File: config.mk
export PLATFORM = sky130hd
export DESIGN_NAME = jack_detect_debounce_timer
export DESIGN_NICKNAME = d
export VERILOG_FILES = /design/src/rtl/jack_pkg.sv /design/src/rtl/slow_tick_gen.sv /design/src/rtl/jack_debounce.sv /design/src/rtl/jack_detect_debounce_timer.sv
export SDC_FILE = /design/constraint.sdc
export NUM_CORES = 1
export LEC_CHECK = 0
export BUFFER_PORTS_ARGS = -buffer_cell sky130_fd_sc_hd__buf_4
export CORE_MARGIN = 1
export CORE_UTILIZATION = 40
export DETAILED_ROUTE_END_ITERATION = 10
export GPL_TIMING_DRIVEN = 0
export PLACE_DENSITY_LB_ADDON = 0.08
export SYNTH_ARGS = -nofsm -noshare
export SYNTH_HDL_FRONTEND = slang
export SYNTH_SLANG_ARGS = --single-unit
File: constraint.sdc
create_clock -name i_ref_clk -period 2.3 [get_ports i_ref_clk]
set_clock_uncertainty 0.05 [all_clocks]
set_input_delay 0.115 -clock i_ref_clk [delete_from_list [all_inputs] [get_ports i_ref_clk]]
set_output_delay 0.115 -clock i_ref_clk [all_outputs]
set_load 0.01 [all_outputs]
File: src/rtl/jack_pkg.sv
package jack_pkg;

   // Register byte offsets
   localparam logic [4:0] CLOCK_CTRL_OFS = 5'h00;
   localparam logic [4:0] PIN_CTRL_OFS   = 5'h04;
   localparam logic [4:0] JACK_CFG_OFS   = 5'h08;
   localparam logic [4:0] JACK_MAP_OFS   = 5'h0c;
   localparam logic [4:0] POWER_OFS      = 5'h10;
   localparam logic [4:0] STATE_OFS      = 5'h14;
   localparam logic [4:0] IRQ_STATUS_OFS = 5'h18;
   localparam logic [4:0] IRQ_MASK_OFS   = 5'h1c;

   // Field positions
   localparam int TICK_EN_BIT    = 0;
   localparam int RATE_LSB       = 1;
   localparam int PIN_OE_BIT     = 0;
   localparam int PIN_OUT_BIT    = 1;
   localparam int SEL_LSB        = 0;
   localparam int DETECT_EN_BIT  = 2;
   localparam int JACK_BIAS_BIT  = 3;
   localparam int MAP_HI_LSB     = 0;
   localparam int MAP_LO_LSB     = 4;
   localparam int SW_BIAS_BIT    = 0;
   localparam int NORMAL_EN_LSB  = 1;
   localparam int NUM_OUTPUTS    = 4;
   localparam int IRQ_TICK_BIT   = 0;
   localparam int IRQ_INSERT_BIT = 1;
   localparam int IRQ_REMOVE_BIT = 2;
   localparam int NUM_IRQ        = 3;

   // Reset values
   localparam logic [31:0] REG_RESET = 32'h0000_0000;

   // Sense pin selection codes
   localparam logic [1:0] SEL_MULTI_FUNCTION = 2'h0;
   localparam logic [1:0] SEL_LEFT_LINE      = 2'h1;
   localparam logic [1:0] SEL_RIGHT_LINE     = 2'h2;

   // Slow tick timing
   localparam int unsigned TICK_PERIOD_US  = 128000;
   localparam int unsigned CONV_CLK_PER_FS = 256;
   localparam int          STABLE_TICKS    = 3;
   localparam int          COUNT_W         = 24;

   typedef struct packed {
      logic       bias_en;
      logic       detect_en;
      logic [1:0] pin_sel;
   } jack_cfg_t;

   typedef struct packed {
      logic [NUM_OUTPUTS-1:0] when_low;
      logic [NUM_OUTPUTS-1:0] when_high;
   } jack_map_t;

   // Converter clock pulses in one tick for an indicated rate in kHz
   function automatic logic [COUNT_W-1:0] tick_count(input int unsigned us,
                                                     input int unsigned khz);
      longint unsigned t;
      t = longint'(us) * CONV_CLK_PER_FS * khz / 1000;
      if (t == 0)
         t = 1;
      return t[COUNT_W-1:0];
   endfunction : tick_count

endpackage : jack_pkg

File: src/rtl/slow_tick_gen.sv
`timescale 1ns/1ps
module slow_tick_gen
   import jack_pkg::*;
#(
   parameter int unsigned TICK_US = TICK_PERIOD_US
)
(
   // Clock and reset
   input  wire logic       i_ref_clk,
   input  wire logic       i_rst,
   // Control
   input  wire logic       i_enable,
   input  wire logic [2:0] i_rate_code,
   input  wire logic       i_conv_clk_en,
   // Tick
   output logic            o_tick
);

   logic [COUNT_W-1:0] count;
   logic [COUNT_W-1:0] limit;

   // Divider follows the indicated rate only; real rate shifts the period
   always_comb
   begin
      unique case (i_rate_code)
         3'h0:    limit = tick_count(TICK_US, 48);
         3'h1:    limit = tick_count(TICK_US, 32);
         3'h2:    limit = tick_count(TICK_US, 24);
         3'h3:    limit = tick_count(TICK_US, 16);
         3'h4:    limit = tick_count(TICK_US, 12);
         default: limit = tick_count(TICK_US, 8);
      endcase
   end

   always_ff @(posedge i_ref_clk)
   begin
      if (i_rst || !i_enable)
      begin
         count  <= '0;
         o_tick <= 1'b0;
      end
      else
      begin
         o_tick <= 1'b0;
         if (i_conv_clk_en)
         begin
            // >= so a raised rate code does not strand the count
            if (count >= limit - 1'b1)
            begin
               count  <= '0;
               o_tick <= 1'b1;
            end
            else
               count <= count + 1'b1;
         end
      end
   end

endmodule : slow_tick_gen

File: src/rtl/jack_debounce.sv
`timescale 1ns/1ps
module jack_debounce
   import jack_pkg::*;
(
   // Clock and reset
   input  wire logic i_ref_clk,
   input  wire logic i_rst,
   // Control
   input  wire logic i_enable,
   input  wire logic i_tick,
   input  wire logic i_sense,
   // Result
   output logic      o_jack
);

   logic       sync_a;
   logic       sync_b;
   logic       candidate;
   logic [1:0] seen;

   always_ff @(posedge i_ref_clk)
   begin
      if (i_rst)
      begin
         sync_a <= 1'b0;
         sync_b <= 1'b0;
      end
      else
      begin
         sync_a <= i_sense;
         sync_b <= sync_a;
      end
   end

   // Sampled only on ticks, so pin timing jitters within a tick
   always_ff @(posedge i_ref_clk)
   begin
      if (i_rst || !i_enable)
      begin
         o_jack    <= 1'b0;
         candidate <= 1'b0;
         seen      <= 2'h0;
      end
      else if (i_tick)
      begin
         if (sync_b == o_jack)
            seen <= 2'h0;
         else if (seen != 2'h0 && sync_b == candidate)
         begin
            if (seen == 2'(STABLE_TICKS - 1))
            begin
               o_jack <= candidate;
               seen   <= 2'h0;
            end
            else
               seen <= seen + 2'h1;
         end
         else
         begin
            candidate <= sync_b;
            seen      <= 2'h1;
         end
      end
   end

endmodule : jack_debounce

File: src/rtl/jack_detect_debounce_timer.sv
// Operation
// - Slow tick serves volume timeout and jack debounce; software enables it.
// - Tick generator is off after reset until its enable bit is set.
// - Tick divides converter clock per indicated rate for a 128 ms period.
// - Wrong rate indication scales the tick period proportionally, uncorrected.
// - Rate indication scales only internal timing, never actual sampling rate.
// - Multi-function pin is in or out; line sense pins are input only.
// - Jack detection watches exactly one pin chosen by a select field.
// - Persistent change updates jack signal in 2.5 to 3.5 ticks; glitches ignored.
// - Debounce timed by the free tick, so detection latency jitters.
// - Bias enable is software bit OR jack signal when jack bias on.
// - Four outputs individually jack-linked: headphone, speaker, two auxiliaries.
// - Effective output enable is jack-derived enable AND normal enable.
// - One output map applies while jack is 1, another while 0.
// - Jack config holds pin select, detection enable, jack bias enable.
//
// The placing of the registers and the Avalon-MM interface to the registers are this design's own decisions.
`timescale 1ns/1ps
module jack_detect_debounce_timer
   import jack_pkg::*;
#(
   parameter int unsigned TICK_US = TICK_PERIOD_US
)
(
   // Clock and reset
   input  wire logic                   i_ref_clk,
   input  wire logic                   i_rst,
   // Avalon-MM slave
   input  wire logic [4:0]             i_address,
   input  wire logic                   i_read,
   input  wire logic                   i_write,
   input  wire logic [31:0]            i_writedata,
   input  wire logic [3:0]             i_byteenable,
   output logic [31:0]                 o_readdata,
   output logic                        o_waitrequest,
   output logic                        o_irq,
   // Converter clock enable, 256 pulses per real sample
   input  wire logic                   i_internal_converter_clock_en,
   // Pins
   input  wire logic                   i_multi_function_pin,
   output logic                        o_multi_function_pin,
   output logic                        o_multi_function_pin_oe,
   input  wire logic                   i_left_line_sense_pin,
   input  wire logic                   i_right_line_sense_pin,
   // Power controls
   output logic                        o_analog_bias_enable,
   output logic [NUM_OUTPUTS-1:0]      o_output_enable,
   output logic                        o_slow_tick
);

   logic                   tick_en;
   logic [2:0]             rate_code;
   logic                   pin_oe;
   logic                   pin_out;
   jack_cfg_t              cfg;
   jack_map_t              map;
   logic                   sw_bias;
   logic [NUM_OUTPUTS-1:0] normal_en;
   logic [NUM_IRQ-1:0]     irq_status;
   logic [NUM_IRQ-1:0]     irq_mask;
   logic                   tick;
   logic                   jack;
   logic                   jack_d;
   logic                   sense;
   logic                   wr_go;
   logic [31:0]            wmask;
   logic [31:0]            wdata;
   logic [31:0]            next_readdata;
   logic [NUM_IRQ-1:0]     events;
   logic [NUM_OUTPUTS-1:0] jack_sel_en;
   logic                   jack_raw;
   logic                   mid_tick;
   logic [31:0]            tick_gap;
   logic [31:0]            gap_half;

   // One wait cycle: request seen, then waitrequest low for one edge
   assign wr_go = i_write && !o_waitrequest;

   always_comb
   begin
      for (int b = 0; b < 4; b++)
         wmask[8*b +: 8] = {8{i_byteenable[b]}};
   end

   assign wdata = i_writedata & wmask;

   always_ff @(posedge i_ref_clk)
   begin
      if (i_rst)
         o_waitrequest <= 1'b1;
      else
         o_waitrequest <= !((i_read || i_write) && o_waitrequest);
   end

   // Tick enable and rate indication; rate feeds no converter clock
   always_ff @(posedge i_ref_clk)
   begin
      if (i_rst)
      begin
         tick_en   <= REG_RESET[TICK_EN_BIT];
         rate_code <= REG_RESET[RATE_LSB +: 3];
      end
      else if (wr_go && i_address == CLOCK_CTRL_OFS)
      begin
         tick_en   <= (tick_en & ~wmask[TICK_EN_BIT]) | wdata[TICK_EN_BIT];
         rate_code <= (rate_code & ~wmask[RATE_LSB +: 3]) | wdata[RATE_LSB +: 3];
      end
   end

   always_ff @(posedge i_ref_clk)
   begin
      if (i_rst)
      begin
         pin_oe  <= REG_RESET[PIN_OE_BIT];
         pin_out <= REG_RESET[PIN_OUT_BIT];
      end
      else if (wr_go && i_address == PIN_CTRL_OFS)
      begin
         pin_oe  <= (pin_oe & ~wmask[PIN_OE_BIT]) | wdata[PIN_OE_BIT];
         pin_out <= (pin_out & ~wmask[PIN_OUT_BIT]) | wdata[PIN_OUT_BIT];
      end
   end

   always_ff @(posedge i_ref_clk)
   begin
      if (i_rst)
         cfg <= jack_cfg_t'(REG_RESET[3:0]);
      else if (wr_go && i_address == JACK_CFG_OFS)
         cfg <= jack_cfg_t'((cfg & ~wmask[3:0]) | wdata[3:0]);
   end

   always_ff @(posedge i_ref_clk)
   begin
      if (i_rst)
         map <= jack_map_t'(REG_RESET[7:0]);
      else if (wr_go && i_address == JACK_MAP_OFS)
         map <= jack_map_t'((map & ~wmask[7:0]) | wdata[7:0]);
   end

   always_ff @(posedge i_ref_clk)
   begin
      if (i_rst)
      begin
         sw_bias   <= REG_RESET[SW_BIAS_BIT];
         normal_en <= REG_RESET[NORMAL_EN_LSB +: NUM_OUTPUTS];
      end
      else if (wr_go && i_address == POWER_OFS)
      begin
         sw_bias   <= (sw_bias & ~wmask[SW_BIAS_BIT]) | wdata[SW_BIAS_BIT];
         normal_en <= (normal_en & ~wmask[NORMAL_EN_LSB +: NUM_OUTPUTS])
                      | wdata[NORMAL_EN_LSB +: NUM_OUTPUTS];
      end
   end

   slow_tick_gen #(
      .TICK_US (TICK_US)
   ) u_tick (
      .i_ref_clk     (i_ref_clk),
      .i_rst         (i_rst),
      .i_enable      (tick_en),
      .i_rate_code   (rate_code),
      .i_conv_clk_en (i_internal_converter_clock_en),
      .o_tick        (tick)
   );

   // Exactly one pin feeds the debouncer; code 3 reads low
   always_comb
   begin
      unique case (cfg.pin_sel)
         SEL_MULTI_FUNCTION: sense = i_multi_function_pin;
         SEL_LEFT_LINE:      sense = i_left_line_sense_pin;
         SEL_RIGHT_LINE:     sense = i_right_line_sense_pin;
         default:            sense = 1'b0;
      endcase
   end

   // Clocks since the last internal tick; saturates while the tick is late
   always_ff @(posedge i_ref_clk)
   begin
      if (i_rst || !tick_en || tick)
         tick_gap <= 32'h0000_0000;
      else if (tick_gap != 32'h7fff_ffff)
         tick_gap <= tick_gap + 32'h0000_0001;
   end

   // Half of the last measured period; all ones never matches, so no
   // mid-point strobe comes before one full period has been seen
   always_ff @(posedge i_ref_clk)
   begin
      if (i_rst || !tick_en)
         gap_half <= 32'hffff_ffff;
      else if (tick)
         gap_half <= (tick_gap + 32'h0000_0001) >> 1;
   end

   // Debouncer samples midway between ticks and its result moves on the
   // next tick: detection lands 2.5 to 3.5 periods after a change
   always_ff @(posedge i_ref_clk)
   begin
      if (i_rst || !tick_en)
         mid_tick <= 1'b0;
      else
         mid_tick <= (tick_gap == gap_half);
   end

   // Detection without the tick would freeze; needs both enables
   jack_debounce u_debounce (
      .i_ref_clk (i_ref_clk),
      .i_rst     (i_rst),
      .i_enable  (cfg.detect_en),
      .i_tick    (mid_tick),
      .i_sense   (sense),
      .o_jack    (jack_raw)
   );

   // Debounced level reaches status and power controls only on a tick,
   // half a period after the third agreeing sample
   always_ff @(posedge i_ref_clk)
   begin
      if (i_rst || !cfg.detect_en)
         jack <= 1'b0;
      else if (tick)
         jack <= jack_raw;
   end

   always_ff @(posedge i_ref_clk)
   begin
      if (i_rst)
         jack_d <= 1'b0;
      else
         jack_d <= jack;
   end

   assign events[IRQ_TICK_BIT]   = tick;
   assign events[IRQ_INSERT_BIT] = jack && !jack_d;
   assign events[IRQ_REMOVE_BIT] = !jack && jack_d;

   // Sticky status, write one to clear; a new event wins over the clear
   always_ff @(posedge i_ref_clk)
   begin
      if (i_rst)
         irq_status <= '0;
      else if (wr_go && i_address == IRQ_STATUS_OFS)
         irq_status <= (irq_status & ~wdata[NUM_IRQ-1:0]) | events;
      else
         irq_status <= irq_status | events;
   end

   always_ff @(posedge i_ref_clk)
   begin
      if (i_rst)
         irq_mask <= '0;
      else if (wr_go && i_address == IRQ_MASK_OFS)
         irq_mask <= (irq_mask & ~wmask[NUM_IRQ-1:0]) | wdata[NUM_IRQ-1:0];
   end

   always_ff @(posedge i_ref_clk)
   begin
      if (i_rst)
         o_irq <= 1'b0;
      else
         o_irq <= |(irq_status & irq_mask);
   end

   // Per output: map by jack level, then gate with the normal enable
   generate
      for (genvar g = 0; g < NUM_OUTPUTS; g++)
      begin : g_out
         // Detection off leaves the normal enable in sole control
         assign jack_sel_en[g] = !cfg.detect_en
                                 || (jack ? map.when_high[g] : map.when_low[g]);
         always_ff @(posedge i_ref_clk)
         begin
            if (i_rst)
               o_output_enable[g] <= 1'b0;
            else
               o_output_enable[g] <= jack_sel_en[g] && normal_en[g];
         end
      end
   endgenerate

   always_ff @(posedge i_ref_clk)
   begin
      if (i_rst)
      begin
         o_analog_bias_enable    <= 1'b0;
         o_multi_function_pin    <= 1'b0;
         o_multi_function_pin_oe <= 1'b0;
         o_slow_tick             <= 1'b0;
      end
      else
      begin
         o_analog_bias_enable    <= sw_bias || (cfg.bias_en && jack);
         // Only this pin can drive; line sense pins have no output path
         o_multi_function_pin    <= pin_out;
         o_multi_function_pin_oe <= pin_oe && !(cfg.detect_en
                                    && cfg.pin_sel == SEL_MULTI_FUNCTION);
         o_slow_tick             <= tick;
      end
   end

   always_comb
   begin
      next_readdata = 32'h0000_0000;
      unique case (i_address)
         CLOCK_CTRL_OFS:
         begin
            next_readdata[TICK_EN_BIT]    = tick_en;
            next_readdata[RATE_LSB +: 3]  = rate_code;
         end
         PIN_CTRL_OFS:
         begin
            next_readdata[PIN_OE_BIT]  = pin_oe;
            next_readdata[PIN_OUT_BIT] = pin_out;
         end
         JACK_CFG_OFS:   next_readdata[3:0] = cfg;
         JACK_MAP_OFS:   next_readdata[7:0] = map;
         POWER_OFS:
         begin
            next_readdata[SW_BIAS_BIT]                 = sw_bias;
            next_readdata[NORMAL_EN_LSB +: NUM_OUTPUTS] = normal_en;
         end
         STATE_OFS:
         begin
            next_readdata[0]   = jack;
            next_readdata[1]   = i_multi_function_pin;
            next_readdata[2]   = i_left_line_sense_pin;
            next_readdata[3]   = i_right_line_sense_pin;
            next_readdata[4]   = o_analog_bias_enable;
            next_readdata[8:5] = o_output_enable;
         end
         IRQ_STATUS_OFS: next_readdata[NUM_IRQ-1:0] = irq_status;
         IRQ_MASK_OFS:   next_readdata[NUM_IRQ-1:0] = irq_mask;
         default:        next_readdata = 32'h0000_0000;
      endcase
   end

   always_ff @(posedge i_ref_clk)
   begin
      if (i_rst)
         o_readdata <= 32'h0000_0000;
      else if (i_read && o_waitrequest)
         o_readdata <= next_readdata;
   end

endmodule : jack_detect_debounce_timer

==> summary.txt <==
number of flops mapped to enable cells by yosys -> 0
CP Cell Sequence -> nand3_1, or4_2, nor3_1, xnor2_1, a21oi_1
H-tree Lvls -> 4
row count -> 47
Critical Path AT -> 2.50 ns
Synth-to-Final Area Change -> 25.3%
met1 WL -> 9100 um
Crit Path Max Fanout -> 6
number of CTS-inserted buffers -> 17
Required @ worst endpoint -> 2.55 ns
Critical Path Source -> tick_gap[11]
CTS tree -> done
Yosys Warn Count -> 0
Slew HR -> 0.349
Startpoint Class -> register
CTS root buf -> clkbuf_16
Cells after Synth -> 810
top-count cell post-synth -> dfxtp_1
layout cell share with drive strength beyond 1 -> 0.173
DRC violations left -> 0
r2r worst-path depth -> 5
WL met2 -> 8620 um
Via Count -> 6157
core area -> 16800 um2
Worst VDD drop -> 0.547 mV
number of synthesized register bits -> 146
Int Power -> 4.78 mW
clock slew at reported path FFs -> 0.06 ns
DRT Wirelength -> 19100 um
Max Fclk -> 0.446 GHz
first-pass GRT wire length -> 30700 um
Ports -> 91
Comb power frac -> 0.035
Most used DFF post-synth -> dfxtp_1
Critical-path top delay cell -> or4_2
syn_area_per_cell -> 8.61 um2
MaxCap Viol Count -> 0
final worst slack -> 0.0573 ns
RSZ-0062 raised after global routing -> yes
routed vias/inst -> 5.40
Pleak -> 3.14 nW
Hold Violations, Final -> 0
global route overflow -> 0
synth cell count leaders -> dfxtp_1, nor2_1, a21oi_1
Fillers -> 1608
Final min period -> 2.24 ns
pre-CTS WS -> -0.476 ns
Synth top area share -> 0.419
DP HPWL -> 13000 um
fin nets -> 963
Port Buffers -> 38
sequential area share after synthesis -> 0.419
Finished Cell Area -> 8740 um2
Initial DRC Count -> 469
Die X -> 134 um
RR Startpoint -> tick_gap[11]
Psw -> 1.19 mW
worst-skew pair later-pin latency -> 0.43 ns
Final TNS setup -> 0 ns
fin crit share -> 0.975
critical path class -> reg2reg
pin count of the biggest net entering global routing -> 17
clock power share -> 0.540
Final Max Tran Viols -> 0
WL/cell -> 16.8 um
most area-consuming cells after synthesis -> dfxtp_1, nor2_1, xnor2_1
initial core utilization -> 0.415
worst hold path depth -> 3
die height -> 134 um
# setup viols final -> 0
HP Start -> i_address[4]
status -> finished, final reports clean
asr flop ratio synth -> 0
largest stage delay on the critical path -> 0.82 ns
dpl cell area -> 7620 um2
Switching Fraction -> 0.200
gpl congestion -> 0.909
Util after Layout -> 0.520
vias in the first global route -> 5933
Worst-Margin Slew -> 0.967 ns
CTS Buffer Depth -> 2
largest area contributor in the netlist -> dfxtp_1
ANT nets after route -> 0
Distinct cells, synth -> 55
ant diodes -> 0
P per Cell Area -> 683 nW/um2
synthesized cell area -> 6980 um2
Pre-antenna DRT Iters -> 5
clock sink count -> 146
HP Class -> in2reg
WL met3 -> 1080 um
sequential share of power -> 0.425
GRT Total Usage -> 0.218
Max Used Layer -> met4
initial antenna violation count -> 0
Die ar. -> 18000 um2
CP endpoint kind -> register
layout make-up:
class / count / area [um2] / share of cell area
Multi-Input combinational cell: 606 / 3890 / 0.444
Tap cell: 220 / 275 / 0.0315
Inverter: 10 / 41.3 / 0.00472
Clock inverter: 9 / 199 / 0.0228
Timing Repair Buffer: 63 / 542 / 0.0620
Buffer: 63 / 369 / 0.0422
Clock buffer: 23 / 488 / 0.0558
Sequential cell: 146 / 2940 / 0.337
cells by family (layout without fill, tap and decap cells):
family,Yosys count,after routing,share of synthesized area
compound gates,115,115,0.0983
xor+xnor,81,81,0.102
fa+ha+maj,7,7,0.0126
buf+inv,81,168,0.0577
flops,146,146,0.419
mux,48,48,0.0705
other cells,2,24,0.00108
simple gates,330,331,0.239
worst max-delay path, delay by kind of cell, from the launching register on:
kind	cells	cell delay [ns]
AOI/OAI and AO/OA	1	0.10
xor gates and xnor gates	1	0.18
DFF	1	0.48
and+or+nand+nor	3	1.32
path summary, 6_finish.rpt:
check	slack (ns)	to
worst max-delay path	0.06	gap_half[17]
worst min-delay path	0.06	o_readdata[2]
worst max register to register	0.06	gap_half[17]
worst min register to register	0.40	u_debounce.sync_b
stage by stage:
stage               total power, mW  hold slack [ns]  std cells
finish                         5.97           0.0553       1140
floorplan                      2.71            0.181        832
CTS                            6.01           0.0362       1142
global placement               2.79            0.286       1090
detailed placement             2.79            0.287       1090
global route                   6.14           0.0726       1140
metal layers:
| layer | GRT usage | vias to the layer above |
|---|---|---|
| met4 | 0.0768 | 0 |
| li1 | - | 2990 |
| met2 | 0.347 | 189 |
| met3 | 0.0351 | 37 |
| met5 | 0 | - |
| met1 | 0.299 | 2941 |
layout by cell type, fill, tap and decap left out, types with 3 or more instances in the layout:
cell and count:
nor4_4 5, mux2i_1 39, buf_6 4, inv_1 9
o211ai_1 4, buf_1 4, dfxtp_1 140, o21ai_0 18
buf_4 68, mux2_2 9, xnor2_1 48, nor2b_1 7
ha_1 5, clkbuf_16 17, xor2_1 33, a31oi_1 4
bufinv_16 6, nor3_1 22, nand3_4 3, or3_1 5
nor3b_1 3, clkbuf_8 4, nor4_1 6, nand2_1 51
and4_1 11, nand4_1 27, buf_2 8, buf_8 4
nand2b_1 8, dfxtp_4 5, and3_1 10, nand3_1 37
conb_1 24, a21oi_1 60, dlygate4sd3_1 12, nor2_1 113
or2_2 3, a221oi_1 9, clkbuf_1 24, and2_1 6
power by group through the flow:
stage | Sequential [mW] | Clock, mW | Combinational [mW]
final | 2.54 | 3.22 | 0.210
after global routing | 2.54 | 3.38 | 0.226
after CTS | 2.54 | 3.27 | 0.205
after detailed placement | 2.60 | 0 | 0.186
after global placement | 2.60 | 0 | 0.186
after floorplan | 2.60 | 0 | 0.109
timing repair:
item,in CTS,in global routing
hold buffers,12,0
resized for setup,35,26
setup buffers,5,5
endpoints found under the setup margin,63,62
gates cloned,3,1
pin swaps,5,9
hold endpoints to repair,29,0
No activity file was read; power rests on OpenSTA's default activity.
